[config.mk]
export PLATFORM = sky130hd
export DESIGN_NAME = acc_bank
export DESIGN_NICKNAME = d
export VERILOG_FILES = /design/src/verilog/acc_bank.v
export VERILOG_INCLUDE_DIRS = /design/src /design/src/verilog
export SDC_FILE = /design/constraint.sdc
export NUM_CORES = 1
export LEC_CHECK = 0
export BUFFER_PORTS_ARGS = -buffer_cell sky130_fd_sc_hd__buf_2
export CAP_MARGIN = 5
export CORE_UTILIZATION = 59
export DETAILED_ROUTE_END_ITERATION = 8
export GPL_ROUTABILITY_DRIVEN = 0
export PLACE_DENSITY = 0.84
export SYNTH_ARGS = -nofsm -noshare
export SYNTH_HDL_FRONTEND = slang
export SYNTH_SLANG_ARGS = --single-unit
[constraint.sdc]
create_clock -name clk -period 2.91 [get_ports clk]
set_input_delay 0.4365 -clock clk [delete_from_list [all_inputs] [get_ports clk]]
set_output_delay 0.4365 -clock clk [all_outputs]
set_load 0.01 [all_outputs]
[src/verilog/acc_regs.vh]
// Function
// - Offset trim is 24 bits: high register bits 23:8, low register 15:8 bits 7:0.
// - Gain trim is 24 bits: high register bits 23:8, low register 15:8 bits 7:0.
// - Gain high registers reset to 8000h; offset and gain low registers reset to zero.
// - Low trim registers bits 7:0 are read-only and always read zero.
// - Channel 1 config bits 15:6 hold signed 10-bit sample delay, reset zero.
// - Channel 1 config bit 2 turns DC removal off for channel 1 only.
// - Channel 1 config bits 1:0 select pins, shorted, positive or negative test.
// - Channel 1 config bits 5:3 are read-only and read zero.
// - Channel 1 registers decode at Eh, Fh, 10h, 11h and 12h.
// - Channel 0 gain trim high decodes at Ch, low at Dh.
// - Channel 0 offset trim low decodes at Bh and resets to zero.
// - Global 4-bit coefficient 0000b disables DC removal; 0001b..1111b select 1/4..1/65536.
`ifndef ACC_REGS_VH
`define ACC_REGS_VH
`define ACC_ADDR_CH0_OFS_LO 6'h0B
`define ACC_ADDR_CH0_GAIN_HI 6'h0C
`define ACC_ADDR_CH0_GAIN_LO 6'h0D
`define ACC_ADDR_CH1_CONFIG 6'h0E
`define ACC_ADDR_CH1_OFS_HI 6'h0F
`define ACC_ADDR_CH1_OFS_LO 6'h10
`define ACC_ADDR_CH1_GAIN_HI 6'h11
`define ACC_ADDR_CH1_GAIN_LO 6'h12
`define ACC_RST_GAIN_HI 16'h8000
`define ACC_RST_ZERO 16'h0000
`define ACC_CFG_DELAY_MSB 15
`define ACC_CFG_DELAY_LSB 6
`define ACC_CFG_DCOFF_BIT 2
`define ACC_CFG_MUX_MSB 1
`define ACC_CFG_MUX_LSB 0
`define ACC_LO_FIELD_MSB 15
`define ACC_LO_FIELD_LSB 8
`define ACC_DCCOEF_OFF 4'h0
`endif

[src/verilog/acc_bank.v]
`timescale 1ns/1ps
`default_nettype none
`include "acc_regs.vh"
module acc_bank
(
    input wire clk,
    input wire rst,
    input wire reg_wr,
    input wire reg_rd,
    input wire [5:0] reg_addr,
    input wire [15:0] reg_wdata,
    input wire [3:0] dc_removal_coefficient,
    input wire result_strobe,
    output reg [15:0] reg_rdata,
    output reg reg_hit,
    output reg [23:0] ch0_offset_low_applied,
    output reg [23:0] ch0_gain_applied,
    output reg [23:0] ch1_offset_applied,
    output reg [23:0] ch1_gain_applied,
    output reg [9:0] ch1_sample_delay,
    output reg ch1_dc_removal_off,
    output reg [1:0] ch1_input_select,
    output reg ch1_dc_removal_active
);
    // Applied copies only move on result_strobe so a result never sees a half update
    reg [7:0] ch0_offset_trim_low_reg;
    reg [15:0] ch0_gain_trim_high_reg;
    reg [7:0] ch0_gain_trim_low_reg;
    reg [9:0] delay_reg;
    reg dcoff_reg;
    reg [1:0] mux_reg;
    reg [15:0] ch1_offset_trim_high_reg;
    reg [7:0] ch1_offset_trim_low_reg;
    reg [15:0] ch1_gain_trim_high_reg;
    reg [7:0] ch1_gain_trim_low_reg;
    reg [15:0] rdata_next;
    reg hit_next;

    // Low registers carry only the upper byte
    function [15:0] lo_word;
        input [7:0] b;
        begin
            lo_word = {b, 8'h00};
        end
    endfunction

    always @*
    begin
        rdata_next = `ACC_RST_ZERO;
        hit_next = 1'b1;
        if (reg_addr == `ACC_ADDR_CH0_OFS_LO)
            rdata_next = lo_word(ch0_offset_trim_low_reg);
        else if (reg_addr == `ACC_ADDR_CH0_GAIN_HI)
            rdata_next = ch0_gain_trim_high_reg;
        else if (reg_addr == `ACC_ADDR_CH0_GAIN_LO)
            rdata_next = lo_word(ch0_gain_trim_low_reg);
        else if (reg_addr == `ACC_ADDR_CH1_CONFIG)
            rdata_next = {delay_reg, 3'b000, dcoff_reg, mux_reg};
        else if (reg_addr == `ACC_ADDR_CH1_OFS_HI)
            rdata_next = ch1_offset_trim_high_reg;
        else if (reg_addr == `ACC_ADDR_CH1_OFS_LO)
            rdata_next = lo_word(ch1_offset_trim_low_reg);
        else if (reg_addr == `ACC_ADDR_CH1_GAIN_HI)
            rdata_next = ch1_gain_trim_high_reg;
        else if (reg_addr == `ACC_ADDR_CH1_GAIN_LO)
            rdata_next = lo_word(ch1_gain_trim_low_reg);
        else
            hit_next = 1'b0;
    end

    always @(posedge clk)
    begin
        if (rst)
        begin
            ch0_offset_trim_low_reg <= 8'h00;
            ch0_gain_trim_high_reg <= `ACC_RST_GAIN_HI;
            ch0_gain_trim_low_reg <= 8'h00;
            delay_reg <= 10'h000;
            dcoff_reg <= 1'b0;
            mux_reg <= 2'b00;
            ch1_offset_trim_high_reg <= `ACC_RST_ZERO;
            ch1_offset_trim_low_reg <= 8'h00;
            ch1_gain_trim_high_reg <= `ACC_RST_GAIN_HI;
            ch1_gain_trim_low_reg <= 8'h00;
            reg_rdata <= `ACC_RST_ZERO;
            reg_hit <= 1'b0;
        end
        else
        begin
            if (reg_rd)
            begin
                reg_rdata <= rdata_next;
                reg_hit <= hit_next;
            end
            if (reg_wr)
            begin
                if (reg_addr == `ACC_ADDR_CH0_OFS_LO)
                    ch0_offset_trim_low_reg <= reg_wdata[`ACC_LO_FIELD_MSB:`ACC_LO_FIELD_LSB];
                else if (reg_addr == `ACC_ADDR_CH0_GAIN_HI)
                    ch0_gain_trim_high_reg <= reg_wdata;
                else if (reg_addr == `ACC_ADDR_CH0_GAIN_LO)
                    ch0_gain_trim_low_reg <= reg_wdata[`ACC_LO_FIELD_MSB:`ACC_LO_FIELD_LSB];
                else if (reg_addr == `ACC_ADDR_CH1_CONFIG)
                begin
                    delay_reg <= reg_wdata[`ACC_CFG_DELAY_MSB:`ACC_CFG_DELAY_LSB];
                    dcoff_reg <= reg_wdata[`ACC_CFG_DCOFF_BIT];
                    mux_reg <= reg_wdata[`ACC_CFG_MUX_MSB:`ACC_CFG_MUX_LSB];
                end
                else if (reg_addr == `ACC_ADDR_CH1_OFS_HI)
                    ch1_offset_trim_high_reg <= reg_wdata;
                else if (reg_addr == `ACC_ADDR_CH1_OFS_LO)
                    ch1_offset_trim_low_reg <= reg_wdata[`ACC_LO_FIELD_MSB:`ACC_LO_FIELD_LSB];
                else if (reg_addr == `ACC_ADDR_CH1_GAIN_HI)
                    ch1_gain_trim_high_reg <= reg_wdata;
                else if (reg_addr == `ACC_ADDR_CH1_GAIN_LO)
                    ch1_gain_trim_low_reg <= reg_wdata[`ACC_LO_FIELD_MSB:`ACC_LO_FIELD_LSB];
            end
        end
    end

    // Snapshot at result boundary; a write in the same cycle lands next result
    always @(posedge clk)
    begin
        if (rst)
        begin
            ch0_offset_low_applied <= 24'h00_0000;
            ch0_gain_applied <= 24'h80_0000;
            ch1_offset_applied <= 24'h00_0000;
            ch1_gain_applied <= 24'h80_0000;
            ch1_sample_delay <= 10'h000;
            ch1_dc_removal_off <= 1'b0;
            ch1_input_select <= 2'b00;
            ch1_dc_removal_active <= 1'b0;
        end
        else if (result_strobe)
        begin
            ch0_offset_low_applied <= {16'h0000, ch0_offset_trim_low_reg};
            ch0_gain_applied <= {ch0_gain_trim_high_reg, ch0_gain_trim_low_reg};
            ch1_offset_applied <= {ch1_offset_trim_high_reg, ch1_offset_trim_low_reg};
            ch1_gain_applied <= {ch1_gain_trim_high_reg, ch1_gain_trim_low_reg};
            ch1_sample_delay <= delay_reg;
            ch1_dc_removal_off <= dcoff_reg;
            ch1_input_select <= mux_reg;
            ch1_dc_removal_active <= ~dcoff_reg && (dc_removal_coefficient != `ACC_DCCOEF_OFF);
        end
    end
endmodule
`default_nettype wire

After elaboration in Yosys (flattened, before gate mapping) --
Cells that the tools add are included.
Word-level totals: register bits 204, latch bits 0, memory bits (writable) 0, memory bits (read-only) 0, input port bits 31, output and inout bits 127, logic and storage cells 62, memories kept 0
Operators by class: add/subtract/negate cells 0, multipliers 0, divide/modulo/power cells 0, $lt $le $gt $ge 0, equal/unequal tests 8, shift-type cells 0, multiplexer cells 16, bitwise logic cells 8, reductions and logical operators 10
Operators with widths (count):
- $mux 16 | 8
- $eq 6x4->1 const B | 5
- $eq 6x5->1 const B | 3
- $reduce_and 9->1 | 1
- $mux 1 | 8
- $not 1->1 | 8
- $reduce_and 8->1 | 1
- $reduce_and 7->1 | 1
- $reduce_and 6->1 | 1
- $reduce_and 5->1 | 1
- $reduce_and 4->1 | 1
- $reduce_bool 4->1 | 1
- $reduce_and 3->1 | 1
- $reduce_and 2->1 | 1
- $logic_and 1x1->1 | 1

Longest topological paths before layout --
Gate-level depths: netlist of the first run.
depth in word-level cells 9, depth in mapped cells 8

Worst setup path after synthesis of the first run --
No wires, ideal clock.
path type input to register, start point input port reg_addr[2], end point register reg_rdata[15], library setup time 100 ps, arrival time 1802 ps, setup slack 1009 ps, stages on the path 7, path through buf_2 -> or4b_1 -> buf_4 -> nor2_1 -> a21oi_1 -> o221a_2 -> a2111oi_4
Between the ends: cells in the longest elaborated chain, start to end 9, elaborated cells between the ends (all ways) 16
RTL lines:
- from (decl) | RTL line acc_bank.v:10 | input wire [5:0] reg_addr,
- $eq 6x5->1 (no source line)
- $mux 16 | RTL line acc_bank.v:65 | else if (reg_addr == `ACC_ADDR_CH1_GAIN_LO)
- $mux 16 | RTL line acc_bank.v:63 | else if (reg_addr == `ACC_ADDR_CH1_GAIN_HI)
- $mux 16 | RTL line acc_bank.v:61 | else if (reg_addr == `ACC_ADDR_CH1_OFS_LO)
- $mux 16 | RTL line acc_bank.v:59 | else if (reg_addr == `ACC_ADDR_CH1_OFS_HI)
- $mux 16 | RTL line acc_bank.v:57 | else if (reg_addr == `ACC_ADDR_CH1_CONFIG)
- $mux 16 | RTL line acc_bank.v:55 | else if (reg_addr == `ACC_ADDR_CH0_GAIN_LO)
- $mux 16 | RTL line acc_bank.v:53 | else if (reg_addr == `ACC_ADDR_CH0_GAIN_HI)
- $mux 16 (*) | RTL line acc_bank.v:51 | if (reg_addr == `ACC_ADDR_CH0_OFS_LO)
- to (signal assigned) | RTL line acc_bank.v:85 | reg_rdata <= `ACC_RST_ZERO;
- to (signal assigned) | RTL line acc_bank.v:92 | reg_rdata <= rdata_next;
- to (decl) | RTL line acc_bank.v:14 | output reg [15:0] reg_rdata,
Mark *: on every way between the ends. The rest lies on a longest branch, timed or not. A chain may end at the register's enable or synchronous reset.

Worst setup path in the final report of the first run --
start point input port reg_addr[2], end point register ch1_offset_trim_high_reg[1]
Between the ends: cells in the longest elaborated chain, start to end 3, elaborated cells between the ends (all ways) 10
RTL lines:
- $eq 6x4->1 (no source line)
- $not 1->1 (no source line)
- $reduce_and 6->1 (no source line) (*)
- to (signal assigned) | RTL line acc_bank.v:81 | ch1_offset_trim_high_reg <= `ACC_RST_ZERO;
- to (signal assigned) | RTL line acc_bank.v:110 | ch1_offset_trim_high_reg <= reg_wdata;
- to (decl) | RTL line acc_bank.v:32 | reg [15:0] ch1_offset_trim_high_reg;
Marked as above.

==> results of run 1 <==
==> cells by family (layout without fill, tap and decap cells) <==
group | after synthesis | count (layout) | share of synthesized area
and+or+nand+nor | 344 | 344 | 0.179
DFF | 204 | 204 | 0.490
AOI/OAI and AO/OA | 173 | 173 | 0.127
muxes | 121 | 121 | 0.146
buffers and inverters | 100 | 198 | 0.0575
other | 1 | 16 | 0.000450
==> metal layers <==
metal,part of all wire,routed length [um]
met1,0.42,9110
met5,0,0
met4,0.043,947
met2,0.45,9750
met3,0.095,2070
==> path summary, 6_finish.rpt <==
kind,startpoint,to,depth (start not counted)
max,reg_addr[2],ch1_offset_trim_high_reg[1],5
min,reg_wdata[5],ch1_offset_trim_high_reg[5],3
max reg2reg,ch1_offset_trim_high_reg[12],reg_rdata[12],5
min reg2reg,reg_rdata[1],reg_rdata[1],1
==> layout make-up <==
class	count	area [um^2]	share of cell area
Multi-Input combinational cell	654	3840	0.396
Inverter	8	30.0	0.00309
Sequential cell	204	4080	0.421
Tap cell	180	225	0.0232
Clock buffer	32	637	0.0656
Clock inverter	3	42.5	0.00438
Timing Repair Buffer	155	845	0.0870
==> worst reg2reg max path, cell delays in order, from the launching register on <==
cell and delay (ps):
dfxtp_1 360, and2_1 160, o21ai_0 150, a22oi_1 120, o21ai_0 340, a31oi_1 130
==> power by group through the flow <==
stage,clock (mW),sequential [mW],combinational [mW]
after global routing,2.77,2.82,0.341
after floorplan,0,2.88,0.230
after global placement,0,2.88,0.310
after detailed placement,0,2.88,0.313
final,2.65,2.82,0.321
after CTS,2.66,2.82,0.314
==> synth_stat cells, types with 4 or more instances <==
cell	count	area share
o2bb2ai_1	4	0.0042
buf_2	22	0.013
inv_1	8	0.0036
nor2_1	128	0.058
a221oi_1	9	0.0095
nor2b_1	8	0.0060
a21o_1	10	0.0090
mux2i_1	120	0.14
o21ai_0	30	0.018
buf_4	18	0.016
and2_1	4	0.0030
o21bai_1	4	0.0036
dfxtp_1	204	0.49
nand3_1	35	0.021
a21oi_1	85	0.051
buf_1	4	0.0018
nand2b_1	4	0.0030
nand2_1	142	0.064
a22oi_1	9	0.0081
clkbuf_1	46	0.021
==> stage by stage <==
step	utilization	setup slack (ps)	area, um^2	hold slack [ps]
floorplan	-	1010	8390	444
global placement	0.653	666	9020	445
detailed placement	0.653	609	9020	437
CTS	0.702	1070	9700	234
global route	0.702	847	9700	249
finish	0.702	1040	9700	243
==> summary.txt, run 1 <==
CORE AREA: 0.0138 mm^2
Switching share of total power: 0.224
Final max-slew violation count: 0
RSZ-0062 raised after global routing: false
Clk_lat worst skew: 490 ps
Post-layout min period: 1870 ps
Syn_area_per_cell: 8.84 um^2
Area Overhead vs Synth: 16.5%
Setup Buffers After CTS: 0
Worst hold path type: primary input to flip-flop
CTS Hold Buffers Added: 0
Port buffer count: 141
Drt drc: 0
Clk network pwr share: 0.457
Clock sinks: 204
Sequential power share: 0.487
Max Cap Viol: 0
DP Wirelength: 15100 um
DP Cell Count: 1201
Power density over cell area: 597 mW/mm^2
N_diodes: 0
Max_slew headroom: 0.547
Critical path type: primary input to flip-flop
Fraction of layout cells with a size suffix above 1: 0.188
Outcome: finished, final reports clean
Crit. End Element: flip-flop
WP buf/inv: 1
CTS tree: yes
Fin crit share: 0.642
Synth warnings: 0
Die X: 121 um
Maximum vdd drop: 0.428 mV
Non-filler instance count after layout: 1236
Number of vias per cell: 5.81
Vias post-DR: 7183
Met3 global-route usage: 0.0533
Total CTS buffers: 21
Mapped Area: 0.00833 mm^2
ANT nets after route: 0
WL/cell: 17.7 um
# rows: 43
Commonest non-fill, non-tap cell in the layout: dfxtp_1
First-pass DRT Iterations: 5
Top Registers: ch0_gain_applied: 24 flops, ch1_gain_applied: 24 flops, ch1_offset_applied: 24 flops
Crit Path Max Fanout: 16
Die area: 0.0146 mm^2
# IOs: 158
Antenna violations before repair: 0
Synth Flop Type: dfxtp_1
Max Freq: 536 MHz
Req. time, crit path: 3260 ps
Critical path, cell by cell: buf_2 -> nor4bb_4 -> nand3_1 -> nand2_1 -> a21oi_1
Internal power: 4.49 mW
Switching pwr: 1.29 mW
Post-Route WL: 21900 um
Met1 usage: 0.401
Largest net degree at the start of global routing: 89
Grt met2 use: 0.467
Setup violations, final: 0
Tot Pwr: 5.79 mW
Maximum clock path buffer count: 3
Slew @ Worst Pin: 678 ps
Clock Root Buffer: clkbuf_16
CTS resizes: 0
Setup TNS: 0 ps
Synth Instances: 943
Comb power frac: 0.055
Number of synthesized flops with an enable pin: 0
GRT Total Usage: 0.298
Max incr delay on CP: 640 ps
Post-synth ARST share: 0
R2R Setup Slk: 1520 ps
Count of cell types in the netlist: 55
Initial Utilization: 0.603
CP delay by family, top: simple AND/OR/NAND/NOR gates
Slowest cell on crit path: nand3_1
GR Overflow Total: 0
Vias in the first global route: 6470
Clock slew at reported path FFs: 60 ps
FILL cells: 1041
# nets final: 1075
LEAKAGE: 4.20 nW
H-tree levels: 1
Critical Path Start Type: primary input
Global-route wire length before repair: 34300 um
Busiest grt layer: met2
Seq/Total Area, Yosys: 0.490
Crit path DAT: 2220 ps
Setup Skew: 7.28 ps
Iteration-0 DRC Markers: 884
Final hold violation count: 0
Die H: 121 um
Most frequent cells in the layout: dfxtp_1 (204), nand2_1 (142), buf_2 (139), nor2_1 (128), mux2i_1 (120)
Yosys reg bits: 204
No activity file was read; power rests on OpenSTA's default activity.
==> run 2, diff against run 1 <==
ABC_AREA = 1   (was unset)
CORE_UTILIZATION = 49   (was 59)
PLACE_DENSITY = 0.75   (was 0.84)
clock period = 1.7 ns   (was 2.91 ns; I/O delays follow)
==> run 2 against run 1 <==
Net effect: synthesized cell count increased by 12%; sequential power rose by 77%; worst hold slack worse by 210 ps; largest cell class unchanged.
==> summary.txt, run 2 <==
Max Freq: 773 MHz
Top Registers: ch0_gain_applied: 24 flops, ch1_gain_applied: 24 flops, ch1_offset_applied: 24 flops
Worst R2R Path Depth: 6
Comb power frac: 0.076
FILL cells: 1433
First-pass DRT Iterations: 7
CTS Hold Buffers Added: 0
Top-area cell type share of the netlist area: 0.514
Final max-slew violation count: 0
Largest net degree at the start of global routing: 115
Vias in the first global route: 6852
Clk_lat worst skew: 500 ps
Slowest cell on crit path: dfxtp_1
Sequential power share: 0.479
Clock sinks: 204
Setup violations, final: 0
Clock slew at reported path FFs: 60 ps
H-tree levels: 1
Most frequent cells in the layout: nor2_1 (240), dfxtp_1 (204), o21ai_0 (161), buf_2 (141), nand2_1 (135)
CP delay by family, top: flip-flops
Synth Flop Type: dfxtp_1
Die X: 129 um
CTS resizes: 0
Internal power: 7.93 mW
Outcome: finished, final reports clean
# IOs: 158
Port buffer count: 141
Power density over cell area: 1080 mW/mm^2
GRT Total Usage: 0.279
Max incr delay on CP: 380 ps
WP buf/inv: 1
Critical path type: flip-flop to primary output
Area Overhead vs Synth: 20.7%
GR Overflow Total: 0
Die area: 0.0167 mm^2
Count of cell types in the netlist: 28
# nets final: 1220
Commonest cells in the netlist: nor2_1 (241), dfxtp_1 (204), o21ai_0 (161)
Syn_area_per_cell: 7.50 um^2
Setup Skew: 18.1 ps
Antenna violations before repair: 0
Hold Startpoint: dc_removal_coefficient[2]
Critical path, cell by cell: buf_2
# rows: 46
Global-route wire length before repair: 36200 um
Clk network pwr share: 0.445
Hold Path End: ch1_dc_removal_active
Total CTS buffers: 21
N_diodes: 0
LEAKAGE: 4.18 nW
R2R Setup Slk: 660 ps
Number of synthesized flops with an enable pin: 0
Worst hold path type: primary input to flip-flop
Yosys top cell by area: dfxtp_1
Synth Instances: 1058
CORE AREA: 0.0158 mm^2
Max Cap Viol: 0
Max_slew headroom: 0.602
Maximum vdd drop: 0.659 mV
Critical Path Start Type: flip-flop
Synth warnings: 0
Setup TNS: 0 ps
Commonest non-fill, non-tap cell in the layout: nor2_1
WL/cell: 16.3 um
DP Wirelength: 16000 um
Crit path DAT: 1040 ps
Die H: 129 um
Number of vias per cell: 5.37
Count leader, synth: nor2_1
Switching pwr: 2.47 mW
Cell depth of the worst hold path: 3
Post-synth ARST share: 0
Clock Root Buffer: clkbuf_16
Post-Route WL: 23100 um
Drt drc: 0
Slew @ Worst Pin: 595 ps
Fin crit share: 0.761
Crit Path Max Fanout: 2
Crit. End Element: primary output
Initial Utilization: 0.502
CTS tree: yes
Fin Hold WS: 32.5 ps
Mapped Area: 0.00794 mm^2
Maximum clock path buffer count: 3
Yosys reg bits: 204
Vias post-DR: 7619
Switching share of total power: 0.238
Fraction of layout cells with a size suffix above 1: 0.195
Seq/Total Area, Yosys: 0.514
FF-to-FF End: reg_rdata[12]
Synth area leaders: dfxtp_1 (51%), nor2_1 (11%), o21ai_0 (10%)
Iteration-0 DRC Markers: 636
Setup Buffers After CTS: 0
ANT nets after route: 0
Req. time, crit path: 1440 ps
Final hold violation count: 0
Critical R2R Launch: ch1_offset_trim_low_reg[4]
RSZ-0062 raised after global routing: false
Post-layout min period: 1290 ps
==> run 2: cell count changes in the layout (fill, tap and decap cells not counted), moves of 10 or more <==
| cell | change |
|---|---|
| a21o_1 | -10 |
| buf_4 | +13 |
| inv_1 | +31 |
| mux2i_1 | -120 |
| nand3_1 | +18 |
| nand4_1 | +11 |
| nor2_1 | +112 |
| o21ai_0 | +131 |
==> run 2: tightest hold or removal path: cells and delay by family <==
kind            cells  cell delay (ps)
compound gates      2              170
buf+inv             1               70
==> run 2: worst max-delay path by stage <==
| stage | start | end | slack, ps | depth (start not counted) |
|---|---|---|---|---|
| 6_report | reg_rdata[11] | reg_rdata[11] | 410 | 1 |
| 3_5_place_dp | reg_addr[4] | ch0_gain_trim_low_reg[1] | 50 | 9 |
| 2_1_floorplan | reg_addr[4] | ch1_offset_trim_high_reg[12] | 340 | 7 |
| 4_1_cts | reg_rdata[8] | reg_rdata[8] | 410 | 1 |
| 5_1_grt | reg_addr[0] | ch0_gain_trim_low_reg[2] | 380 | 10 |
| 3_3_place_gp | reg_addr[4] | reg_rdata[7] | 90 | 11 |
==> run 2: area by class of cell <==
class	instances	area, um^2	area share
clock inverter	9	103	0.0107
clock buffer	28	592	0.0618
inverter	47	183	0.0191
sequential	204	4080	0.426
tap	216	270	0.0282
timing repair buffer	172	1000	0.104
multi-input combinational	743	3350	0.350
==> run 2: cell families (layout without fill, tap and decap cells) <==
group / Yosys count / count (layout) / synth area share
buffers and inverters: 126 / 256 / 0.0712
other: 1 / 16 / 0.000472
flip-flops: 204 / 204 / 0.514
AND/OR/NAND/NOR: 463 / 463 / 0.245
AO/OA/AOI/OAI: 264 / 264 / 0.169
==> run 2: power by group through the flow <==
| stage | combinational [mW] | clock [mW] | sequential, mW |
|---|---|---|---|
| 2_1_floorplan | 0.403 | 0 | 5.14 |
| 3_3_place_gp | 0.770 | 0 | 5.09 |
| 3_5_place_dp | 0.779 | 0 | 5.09 |
| 4_1_cts | 0.784 | 4.67 | 4.98 |
| 5_1_grt | 0.875 | 4.86 | 5.00 |
| 6_report | 0.786 | 4.63 | 4.98 |
==> run 2: routing by layer <==
| layer | vias up | part of all wire | GRT usage |
|---|---|---|---|
| met4 | 0 | 0.042 | 0.125 |
| met2 | 327 | 0.44 | 0.435 |
| met5 | - | 0 | 0 |
| li1 | 3701 | - | - |
| met3 | 61 | 0.076 | 0.0384 |
| met1 | 3530 | 0.44 | 0.385 |
==> run 2: stage by stage <==
stage / worst slack, ps / util / instance area [um^2] / power (mW) / cells
2_1_floorplan: 338 / - / 8000 / 5.54 / 1073
3_3_place_gp: 85.1 / 0.562 / 8890 / 5.86 / 1382
3_5_place_dp: 52.5 / 0.562 / 8890 / 5.87 / 1382
4_1_cts: 406 / 0.605 / 9580 / 10.4 / 1419
5_1_grt: 384 / 0.605 / 9580 / 10.7 / 1419
6_report: 407 / 0.605 / 9580 / 10.4 / 1419
